==> config.mk <==
export PLATFORM = sky130hd
export DESIGN_NAME = packed_add_halve_carry_unit
export DESIGN_NICKNAME = d
export VERILOG_FILES = /design/src/add_halve_pkg.sv /design/src/packed_add_halve_carry_unit.sv
export SDC_FILE = /design/constraint.sdc
export NUM_CORES = 1
export LEC_CHECK = 0
export BUFFER_PORTS_ARGS = -buffer_cell sky130_fd_sc_hd__buf_4
export CORE_ASPECT_RATIO = 0.6
export CORE_UTILIZATION = 62
export CTS_CLUSTER_DIAMETER = 50
export CTS_CLUSTER_SIZE = 30
export DETAILED_ROUTE_END_ITERATION = 16
export PLACE_DENSITY = 0.95
export RECOVER_POWER = 50
export SYNTH_ARGS = -nofsm -noshare
export SYNTH_HDL_FRONTEND = slang
export SYNTH_SLANG_ARGS = --single-unit
export TNS_END_PERCENT = 5
==> constraint.sdc <==
create_clock -name clk -period 7.2 [get_ports clk]
set_input_delay 1.08 -clock clk [delete_from_list [all_inputs] [get_ports clk]]
set_output_delay 1.08 -clock clk [all_outputs]
set_load 0.05 [all_outputs]
==> src/add_halve_pkg.sv <==
// Package with opcodes, field positions and types for the packed add/halve/carry unit.
package add_halve_pkg;
    // Instruction field positions.
    localparam int MAJOR_HI = 31;
    localparam int MAJOR_LO = 26;
    localparam int RS_HI = 25;
    localparam int RS_LO = 21;
    localparam int RT_HI = 20;
    localparam int RT_LO = 16;
    localparam int RD_HI = 15;
    localparam int RD_LO = 11;
    localparam int SUBOP_HI = 10;
    localparam int SUBOP_LO = 6;
    localparam int FUNC_HI = 5;
    localparam int FUNC_LO = 0;

    // Opcode values.
    localparam logic [5:0] OP_EXT_MAJOR = 6'h1f;
    localparam logic [5:0] FN_OCT = 6'h14;
    localparam logic [5:0] FN_QUAD = 6'h18;
    localparam logic [5:0] FN_WORD = 6'h10;
    localparam logic [5:0] FN_APPEND = 6'h31;
    localparam logic [4:0] SO_QH_ADD = 5'h08;
    localparam logic [4:0] SO_QH_SAT = 5'h0c;
    localparam logic [4:0] SO_OB_HALVE = 5'h18;
    localparam logic [4:0] SO_OB_HALVE_R = 5'h1a;
    localparam logic [4:0] SO_QB_HALVE = 5'h00;
    localparam logic [4:0] SO_QB_HALVE_R = 5'h02;
    localparam logic [4:0] SO_WORD_CARRY = 5'h11;
    localparam logic [4:0] SO_APPEND = 5'h00;

    // Control register layout and reset.
    localparam int CTRL_W = 32;
    localparam int OUFLAG_BIT = 20;
    localparam int CARRY_BIT = 13;
    localparam logic [31:0] CTRL_RESET = 32'h0000_0000;

    // Decoded operation.
    typedef enum logic [3:0] {
        OP_NONE, OP_QH_ADD, OP_QH_SAT, OP_OB_HALVE, OP_OB_HALVE_R,
        OP_QB_HALVE, OP_QB_HALVE_R, OP_WORD_CARRY, OP_APPEND
    } op_e;

    // Issue bundle from the pipeline.
    typedef struct packed {
        logic [31:0] instr;
        logic [63:0] src_s;
        logic [63:0] src_t;
    } issue_s;

    // Result bundle back to the pipeline.
    typedef struct packed {
        logic [4:0] dest;
        logic [63:0] data;
        logic ouflag_set;
    } result_s;
endpackage

==> src/packed_add_halve_carry_unit.sv <==
// Packed add, add-and-halve, add-with-carry and shift-append execution unit.
// Operation
// - Any halfword lane overflow in either quad add variant sets control bit 20.
// - Quad halfword add: four independent 16-bit lane sums fill all 64 bits.
// - Saturating quad halfword add packs four unsigned saturated sums into 64 bits.
// - Non-saturating halfword lanes keep sum modulo 65536, dropping carry out.
// - Saturating halfword lanes that overflow clamp to 0xffff.
// - Only reserved-instruction or extension-disabled exceptions; never data dependent.
// - Octal byte halve adds eight byte lanes into matching destination bytes.
// - Non-rounding halve outputs bits 8..1 of the 9-bit lane sum.
// - Rounding halve adds one to the 9-bit sum before taking bits 8..1.
// - Octal halve decodes as major 011111, function 010100, sub-op 11000 or 11010.
// - Quad byte halve uses low four lanes, sign-extends bit 7 of top byte.
// - Quad byte halve decodes as function 011000 with sub-op 00000 or 00010.
// - No add-and-halve variant alters the control register.
// - Word add carry sums signed low words plus control bit 13.
// - Word add carry sets bit 20 when sum bit 32 differs from bit 31.
// - Word add carry writes low 32 sum bits sign-extended to 64.
// - Word add carry decodes as major 011111, function 010000, sub-op 10001.
// - Shift append shifts target low word left, fills with source low bits, sign-extends.
// - Shift append decodes as function 110001, sub-op 00000, amount in rd field.
// - Zero shift amount writes target low word unchanged, sign-extended.
`timescale 1ns/10ps
module packed_add_halve_carry_unit
    import add_halve_pkg::*;
(
    // Clock and reset.
    input wire logic clk,
    input wire logic rst_n,
    // Issue from the pipeline.
    input wire logic issue_valid,
    input wire issue_s issue,
    input wire logic ext_enabled,
    // Software write of the control register by the pipeline.
    input wire logic ctrl_wr_en,
    input wire logic [31:0] ctrl_wr_data,
    // Results.
    output logic result_valid,
    output result_s result,
    output logic exc_reserved,
    output logic exc_disabled,
    output logic [31:0] dsp_control_reg
);

    // Decoder shared by the result path and the exception path.
    // Keeping it in one function means both paths always agree on what is legal.
    // Any encoding that falls through stays OP_NONE and is refused as reserved,
    // so a half-recognised word can never produce a partial result.
    function automatic op_e decode(input logic [31:0] ins);
        logic [5:0] fn;
        logic [4:0] so;
        fn = ins[FUNC_HI:FUNC_LO];
        so = ins[SUBOP_HI:SUBOP_LO];
        decode = OP_NONE;
        if (ins[MAJOR_HI:MAJOR_LO] == OP_EXT_MAJOR)
        begin
            unique case (fn)
                FN_OCT:
                begin
                    if (so == SO_QH_ADD)
                        decode = OP_QH_ADD;
                    else if (so == SO_QH_SAT)
                        decode = OP_QH_SAT;
                    else if (so == SO_OB_HALVE)
                        decode = OP_OB_HALVE;
                    else if (so == SO_OB_HALVE_R)
                        decode = OP_OB_HALVE_R;
                end
                FN_QUAD:
                begin
                    if (so == SO_QB_HALVE)
                        decode = OP_QB_HALVE;
                    else if (so == SO_QB_HALVE_R)
                        decode = OP_QB_HALVE_R;
                end
                FN_WORD:
                begin
                    if (so == SO_WORD_CARRY)
                        decode = OP_WORD_CARRY;
                end
                FN_APPEND:
                begin
                    if (so == SO_APPEND)
                        decode = OP_APPEND;
                end
                // Every other function code belongs to instructions this unit does not run.
                default:
                    decode = OP_NONE;
            endcase
        end
    endfunction

    // Decoded operation, operands and the shift amount pulled from the issue bundle.
    // The shift amount shares the destination field, so it is only meaningful
    // for shift append; other operations ignore it.
    op_e op;
    logic [31:0] ctrl_ff;
    logic [63:0] s_val;
    logic [63:0] t_val;
    logic [4:0] shamt;

    assign op = decode(issue.instr);
    assign s_val = issue.src_s;
    assign t_val = issue.src_t;
    assign shamt = issue.instr[RD_HI:RD_LO];
    assign dsp_control_reg = ctrl_ff;

    // Halfword lanes: wrap and saturate both come from one 17-bit sum per lane.
    // Sharing the adder keeps the two variants in step; the seventeenth bit is
    // both the wrap discard and the saturation trigger, and also feeds the flag.
    // Lanes are fully independent, so no carry ever crosses a lane boundary.
    logic [63:0] qh_wrap;
    logic [63:0] qh_sat;
    logic [3:0] qh_ovf;
    genvar h;
    generate
        for (h = 0; h < 4; h++)
        begin : g_half
            logic [16:0] sum;
            assign sum = {1'b0, s_val[16*h +: 16]} + {1'b0, t_val[16*h +: 16]};
            assign qh_ovf[h] = sum[16];
            assign qh_wrap[16*h +: 16] = sum[15:0];
            assign qh_sat[16*h +: 16] = sum[16] ? 16'hffff : sum[15:0];
        end
    endgenerate

    // Byte halve lanes; the rounding one is a carry-in so each lane stays 9 bits wide.
    // The ninth bit is kept as the top of the halved byte, so these lanes never
    // overflow and never touch the control register.
    // The quad forms reuse the low four lanes rather than a second adder set.
    logic [63:0] ob_trunc;
    logic [63:0] ob_round;
    genvar b;
    generate
        for (b = 0; b < 8; b++)
        begin : g_byte
            logic [8:0] sum_t;
            logic [8:0] sum_r;
            assign sum_t = {1'b0, s_val[8*b +: 8]} + {1'b0, t_val[8*b +: 8]};
            assign sum_r = sum_t + 9'h001;
            assign ob_trunc[8*b +: 8] = sum_t[8:1];
            assign ob_round[8*b +: 8] = sum_r[8:1];
        end
    endgenerate

    // Word add with carry: 33-bit signed sum, overflow when the top two bits differ.
    // The carry comes from the register as it stands, not from a write that lands
    // at the same edge, so a pipeline that wants a fresh carry must write it first.
    logic [32:0] wsum;
    logic wc_ovf;
    assign wsum = {s_val[31], s_val[31:0]} + {t_val[31], t_val[31:0]}
                + {32'h0000_0000, ctrl_ff[CARRY_BIT]};
    assign wc_ovf = wsum[32] ^ wsum[31];

    // Shift append: the target word moves up and the freed low bits take the
    // same number of low bits of the source, picked out by a mask.
    // The mask is empty for a zero amount, so the target word passes untouched.
    logic [31:0] app_mask;
    logic [31:0] app_word;
    assign app_mask = ~(32'hffff_ffff << shamt);
    assign app_word = (shamt == 5'h00) ? t_val[31:0]
                    : ((t_val[31:0] << shamt) | (s_val[31:0] & app_mask));

    // Result selection and destination choice.
    // Data and flag default to zero (dest to the rd field) so an unrecognised word leaves no stale data
    // and no flag request behind; only the two quad adds and the word add may
    // ask for the overflow flag.
    logic [63:0] nxt_data;
    logic nxt_ouflag;
    logic [4:0] nxt_dest;
    logic [31:0] qb_low;
    always_comb
    begin
        nxt_data = 64'h0;
        nxt_ouflag = 1'b0;
        nxt_dest = issue.instr[RD_HI:RD_LO];
        qb_low = 32'h0;
        unique case (op)
            OP_QH_ADD:
            begin
                nxt_data = qh_wrap;
                nxt_ouflag = |qh_ovf;
            end
            OP_QH_SAT:
            begin
                nxt_data = qh_sat;
                nxt_ouflag = |qh_ovf;
            end
            OP_OB_HALVE:
            begin
                nxt_data = ob_trunc;
            end
            OP_OB_HALVE_R:
            begin
                nxt_data = ob_round;
            end
            OP_QB_HALVE:
            begin
                qb_low = ob_trunc[31:0];
                nxt_data = {{32{qb_low[31]}}, qb_low};
            end
            OP_QB_HALVE_R:
            begin
                qb_low = ob_round[31:0];
                nxt_data = {{32{qb_low[31]}}, qb_low};
            end
            OP_WORD_CARRY:
            begin
                nxt_data = {{32{wsum[31]}}, wsum[31:0]};
                nxt_ouflag = wc_ovf;
            end
            OP_APPEND:
            begin
                nxt_data = {{32{app_word[31]}}, app_word};
                nxt_dest = issue.instr[RT_HI:RT_LO];
            end
            OP_NONE:
            begin
                nxt_data = 64'h0;
            end
        endcase
    end

    // An issue is taken only when it is valid, the extension is on and it decodes.
    // Refused issues still answer, but through the exception outputs alone.
    logic accept;
    assign accept = issue_valid && ext_enabled && (op != OP_NONE);

    // Control register: software writes first, then the unit may only OR in the flag.
    // Setting after the software write means a same-cycle overflow is never lost.
    // Only the flag bit is ever ORed in, so every other field keeps whatever
    // software last wrote; the unit itself can never clear anything.
    always_ff @(posedge clk or negedge rst_n)
    begin
        if (!rst_n)
            ctrl_ff <= CTRL_RESET;
        else
        begin
            if (ctrl_wr_en)
                ctrl_ff <= ctrl_wr_data;
            if (accept && nxt_ouflag)
                ctrl_ff <= (ctrl_wr_en ? ctrl_wr_data : ctrl_ff)
                         | (32'h1 << OUFLAG_BIT);
        end
    end

    // Registered result, one cycle after issue.
    // The data fields hold until the next accepted issue, which lets a slow
    // write-back stage pick them up late; only the valid pulse is one cycle.
    always_ff @(posedge clk or negedge rst_n)
    begin
        if (!rst_n)
        begin
            result_valid <= 1'b0;
            result <= '0;
        end
        else
        begin
            result_valid <= accept;
            if (accept)
            begin
                result.data <= nxt_data;
                result.dest <= nxt_dest;
                result.ouflag_set <= nxt_ouflag;
            end
        end
    end

    // Exceptions depend only on encoding and enable, never on operand values.
    // Both are single-cycle pulses lined up with where the result would have been,
    // so the pipeline sees exactly one answer per valid issue.
    // A reserved encoding wins over a disabled extension because it is not ours.
    always_ff @(posedge clk or negedge rst_n)
    begin
        if (!rst_n)
        begin
            exc_reserved <= 1'b0;
            exc_disabled <= 1'b0;
        end
        else
        begin
            exc_reserved <= issue_valid && (op == OP_NONE);
            exc_disabled <= issue_valid && (op != OP_NONE) && !ext_enabled;
        end
    end

endmodule // packed_add_halve_carry_unit

==> results.json <==
{
  "synthesis.instances": 1812,
  "fmax_mhz": 211,
  "violations": "max-capacitance violations, max-slew violations",
  "place.detailed.hpwl_um": 42900,
  "core.rowCount": 42,
  "dominantRegCellSynth": "dfrtp_1",
  "vdd_drop_max_mv": 0.108,
  "clock_sink_count": 105,
  "synth-async-reset-ratio": 1.00,
  "post-synth-top-area-cell": "dfrtp_1",
  "path_clk_slew_ps": 90,
  "die-width_um": 196,
  "run_status": "finished with violations",
  "syn_nets": 2091,
  "drt_iter0_drc": 2771,
  "die_area_um2": 23300,
  "final-setup-viol-count": 0,
  "final_period_minus_worst_setup_slack_ps": 4740,
  "largest_register_ffs": 70,
  "first_pass_grt_wire_length_um": 84500,
  "clockBufferDepth": 2,
  "grt_pass1_vias": 14900,
  "final_net_count": 2287,
  "synth.distinct_cells": 102,
  "place_ws_ps": 2340,
  "rsz0062_at_grt": "no",
  "grt_use_total": 0.468,
  "pin_count": 302,
  "slew_headroom": -0.274,
  "hold_buffers": 0,
  "ctsRootBufferMaster": "clkbuf_16",
  "postSynthRegisterBits": 105,
  "netlist.area_leader.share": 0.187,
  "avgViaCountPerCell": 7.11,
  "period_share": 0.658,
  "post_drt_wl_per_cell_um": 24.0,
  "worst-slew-pin-transition_ps": 1910,
  "grt_start_max_net_pins": 70,
  "drc": 0,
  "p_leak_nw": 6.81,
  "routabilityCongestion": 1.09,
  "final_cell_area_um2": 16200,
  "critical_path_class": "in -> reg",
  "avgSynthCellArea_um2": 7.75,
  "netlist_area_um2": 14100,
  "post_route_setup_slack_ps": 2460,
  "fraction_of_layout_cells_with_a_size_suffix_above_1": 0.174,
  "clock-skew-final_ps": 10.3,
  "number_of_post_cts_setup_repair_buffers": 0,
  "drv_cap": 2,
  "min-delay-path-class": "reg -> reg",
  "grt_overflow_total": 0,
  "number_of_antenna_violations_at_the_first_check_in_global_routing": 2,
  "setup.worst_path.end_class": "flop",
  "io_buffer_count": 296,
  "cts_made_buffers": 9,
  "synth.yosys.seq_area_share": 0.187,
  "slew_violations": 71,
  "antenna_violating_nets_post_route": 0,
  "cts_tree": "done",
  "synth_enable_flop_cells": 0,
  "setup.worst_path.start_class": "primary input",
  "starting_density_of_the_core": 0.635,
  "pwr_density_cell_nw_per_um2": 140,
  "vias": 16500,
  "post_cts_resized": 0,
  "drtPass1Iterations": 12,
  "final.setup.tns_ps": 0,
  "crit_required_ps": 7490,
  "worst-path-max-fanout": 26,
  "final_count_of_hold_timing_violations": 0,
  "die_h_um": 119,
  "syn_to_final_growth_pct": 15.2,
  "dpl_cell_area_um2": 16200,
  "fp.coreArea_um2": 22100,
  "drt_wl_total_um": 55800,
  "finalCoreUtilization": 0.731,
  "worst_endpoint_data_arrival_time_ps": 5030,
  "cts.htree.levels": 3,
  "ys_top_cells_by_area": "dfrtp_1, ha_1, o21ai_0",
  "insertion_delay_of_the_later_clocked_pin_in_the_worst_skew_pair_ps": 380,
  "synthesis.yosys.warnings": 0
}
path summary, 6_finish.rpt:
path	from	depth (start not counted)	slack [ps]	end
setup / recovery	issue[131]	10	2460	result[36]$_DFFE_PN0N_
hold / removal	result[46]$_DFFE_PN0N_	2	470	result[46]$_DFFE_PN0N_
setup reg to reg	dsp_control_reg[13]$_DFFE_PN0P_	11	2980	result[36]$_DFFE_PN0N_
max in group asynchronous	rst_n	2	4150	result[23]$_DFFE_PN0N_
hold reg to reg	result[46]$_DFFE_PN0N_	2	470	result[46]$_DFFE_PN0N_
min in group asynchronous	rst_n	1	1230	dsp_control_reg[26]$_DFFE_PN0P_
cell usage after synthesis (8+ instances only):
| cell type | count |
|---|---|
| a221oi_1 | 8 |
| or3_1 | 10 |
| nor2_1 | 141 |
| nand3_1 | 46 |
| o211ai_1 | 20 |
| a21oi_1 | 147 |
| a21o_1 | 32 |
| mux4_2 | 20 |
| buf_2 | 34 |
| mux2i_1 | 51 |
| fa_1 | 10 |
| nand4_1 | 25 |
| clkbuf_1 | 75 |
| xor2_1 | 51 |
| dfrtp_1 | 105 |
| nor3_1 | 26 |
| mux2_2 | 45 |
| a222oi_1 | 8 |
| o2111ai_1 | 11 |
| o21ai_0 | 171 |
| nand2_1 | 206 |
| o31ai_1 | 12 |
| nor2b_1 | 9 |
| and2_1 | 12 |
| nand2b_1 | 8 |
| o22ai_1 | 31 |
| o221ai_1 | 16 |
| ha_1 | 72 |
| a22oi_1 | 14 |
| and3_1 | 24 |
| o21a_1 | 18 |
| xnor2_1 | 81 |
| inv_1 | 37 |
| a31oi_1 | 16 |
| o21ai_1 | 33 |
| a211oi_1 | 24 |
where the power goes:
part | internal, mW | leakage (nW) | switching (mW)
combinational | 0.412 | 5.27 | 0.724
clock | 0.248 | 0.150 | 0.268
sequential | 0.607 | 1.39 | 0.00970
critical path, cell delays in order:
cell and delay [ps]:
buf_4 140, a211o_1 300, a211oi_2 740, nand4_1 1030, buf_4 550, o21ai_0 110, a31oi_1 80, o21ai_2 520
o21ai_0 270, o21ai_0 200
placed cells by master (no fill, tap or decap), types with 14 or more instances in the layout:
master	instances
xnor2_1	81
nor3_1	25
o21a_1	18
o221ai_1	16
a21o_1	32
ha_1	72
a31oi_1	16
inv_1	37
mux2_2	45
nand2_1	206
nor2_1	140
o22ai_1	31
nand4_1	25
a211oi_1	24
nand3_1	45
o21ai_0	171
mux2i_1	51
o211ai_1	20
mux4_2	20
xor2_1	51
and3_1	24
dfrtp_1	105
a22oi_1	14
buf_4	220
o21ai_1	33
clkbuf_1	92
a21oi_1	147
per-layer routing:
metal | up-vias | track usage | wire length, um
met5 | - | 0.0327 | 99
li1 | 7171 | - | -
met3 | 268 | 0.166 | 8790
met2 | 1383 | 0.671 | 22600
met4 | 2 | 0.186 | 2730
met1 | 7682 | 0.634 | 21600
cell families after synthesis:
group,Yosys count,synth area share
AO/OA/AOI/OAI,641,0.296
XOR/XNOR,135,0.0858
adder cells (fa/ha/maj),82,0.0784
buffers and inverters,167,0.0517
flip-flops,105,0.187
multiplexers,120,0.111
AND/OR/NAND/NOR,562,0.190
cell type report:
cell class | instances | area, um2
timing repair buffer | 312 | 2000
inverter | 40 | 150
clock buffer | 9 | 225
fill | 1794 | 5940
tap | 308 | 385
antenna | 1 | 2.50
multi-input combinational | 1540 | 10700
clock inverter | 7 | 81.3
sequential | 105 | 2630
per-stage QoR:
stage / power (mW) / std cells / hold WS (ps)
global placement: 1.70 / 2305 / 460
finish: 2.27 / 2322 / 472
CTS: 2.24 / 2321 / 476
global route: 2.36 / 2322 / 503
detailed placement: 1.73 / 2305 / 457
floorplan: 1.38 / 1812 / 740
No activity file was read; power rests on OpenSTA's default activity.
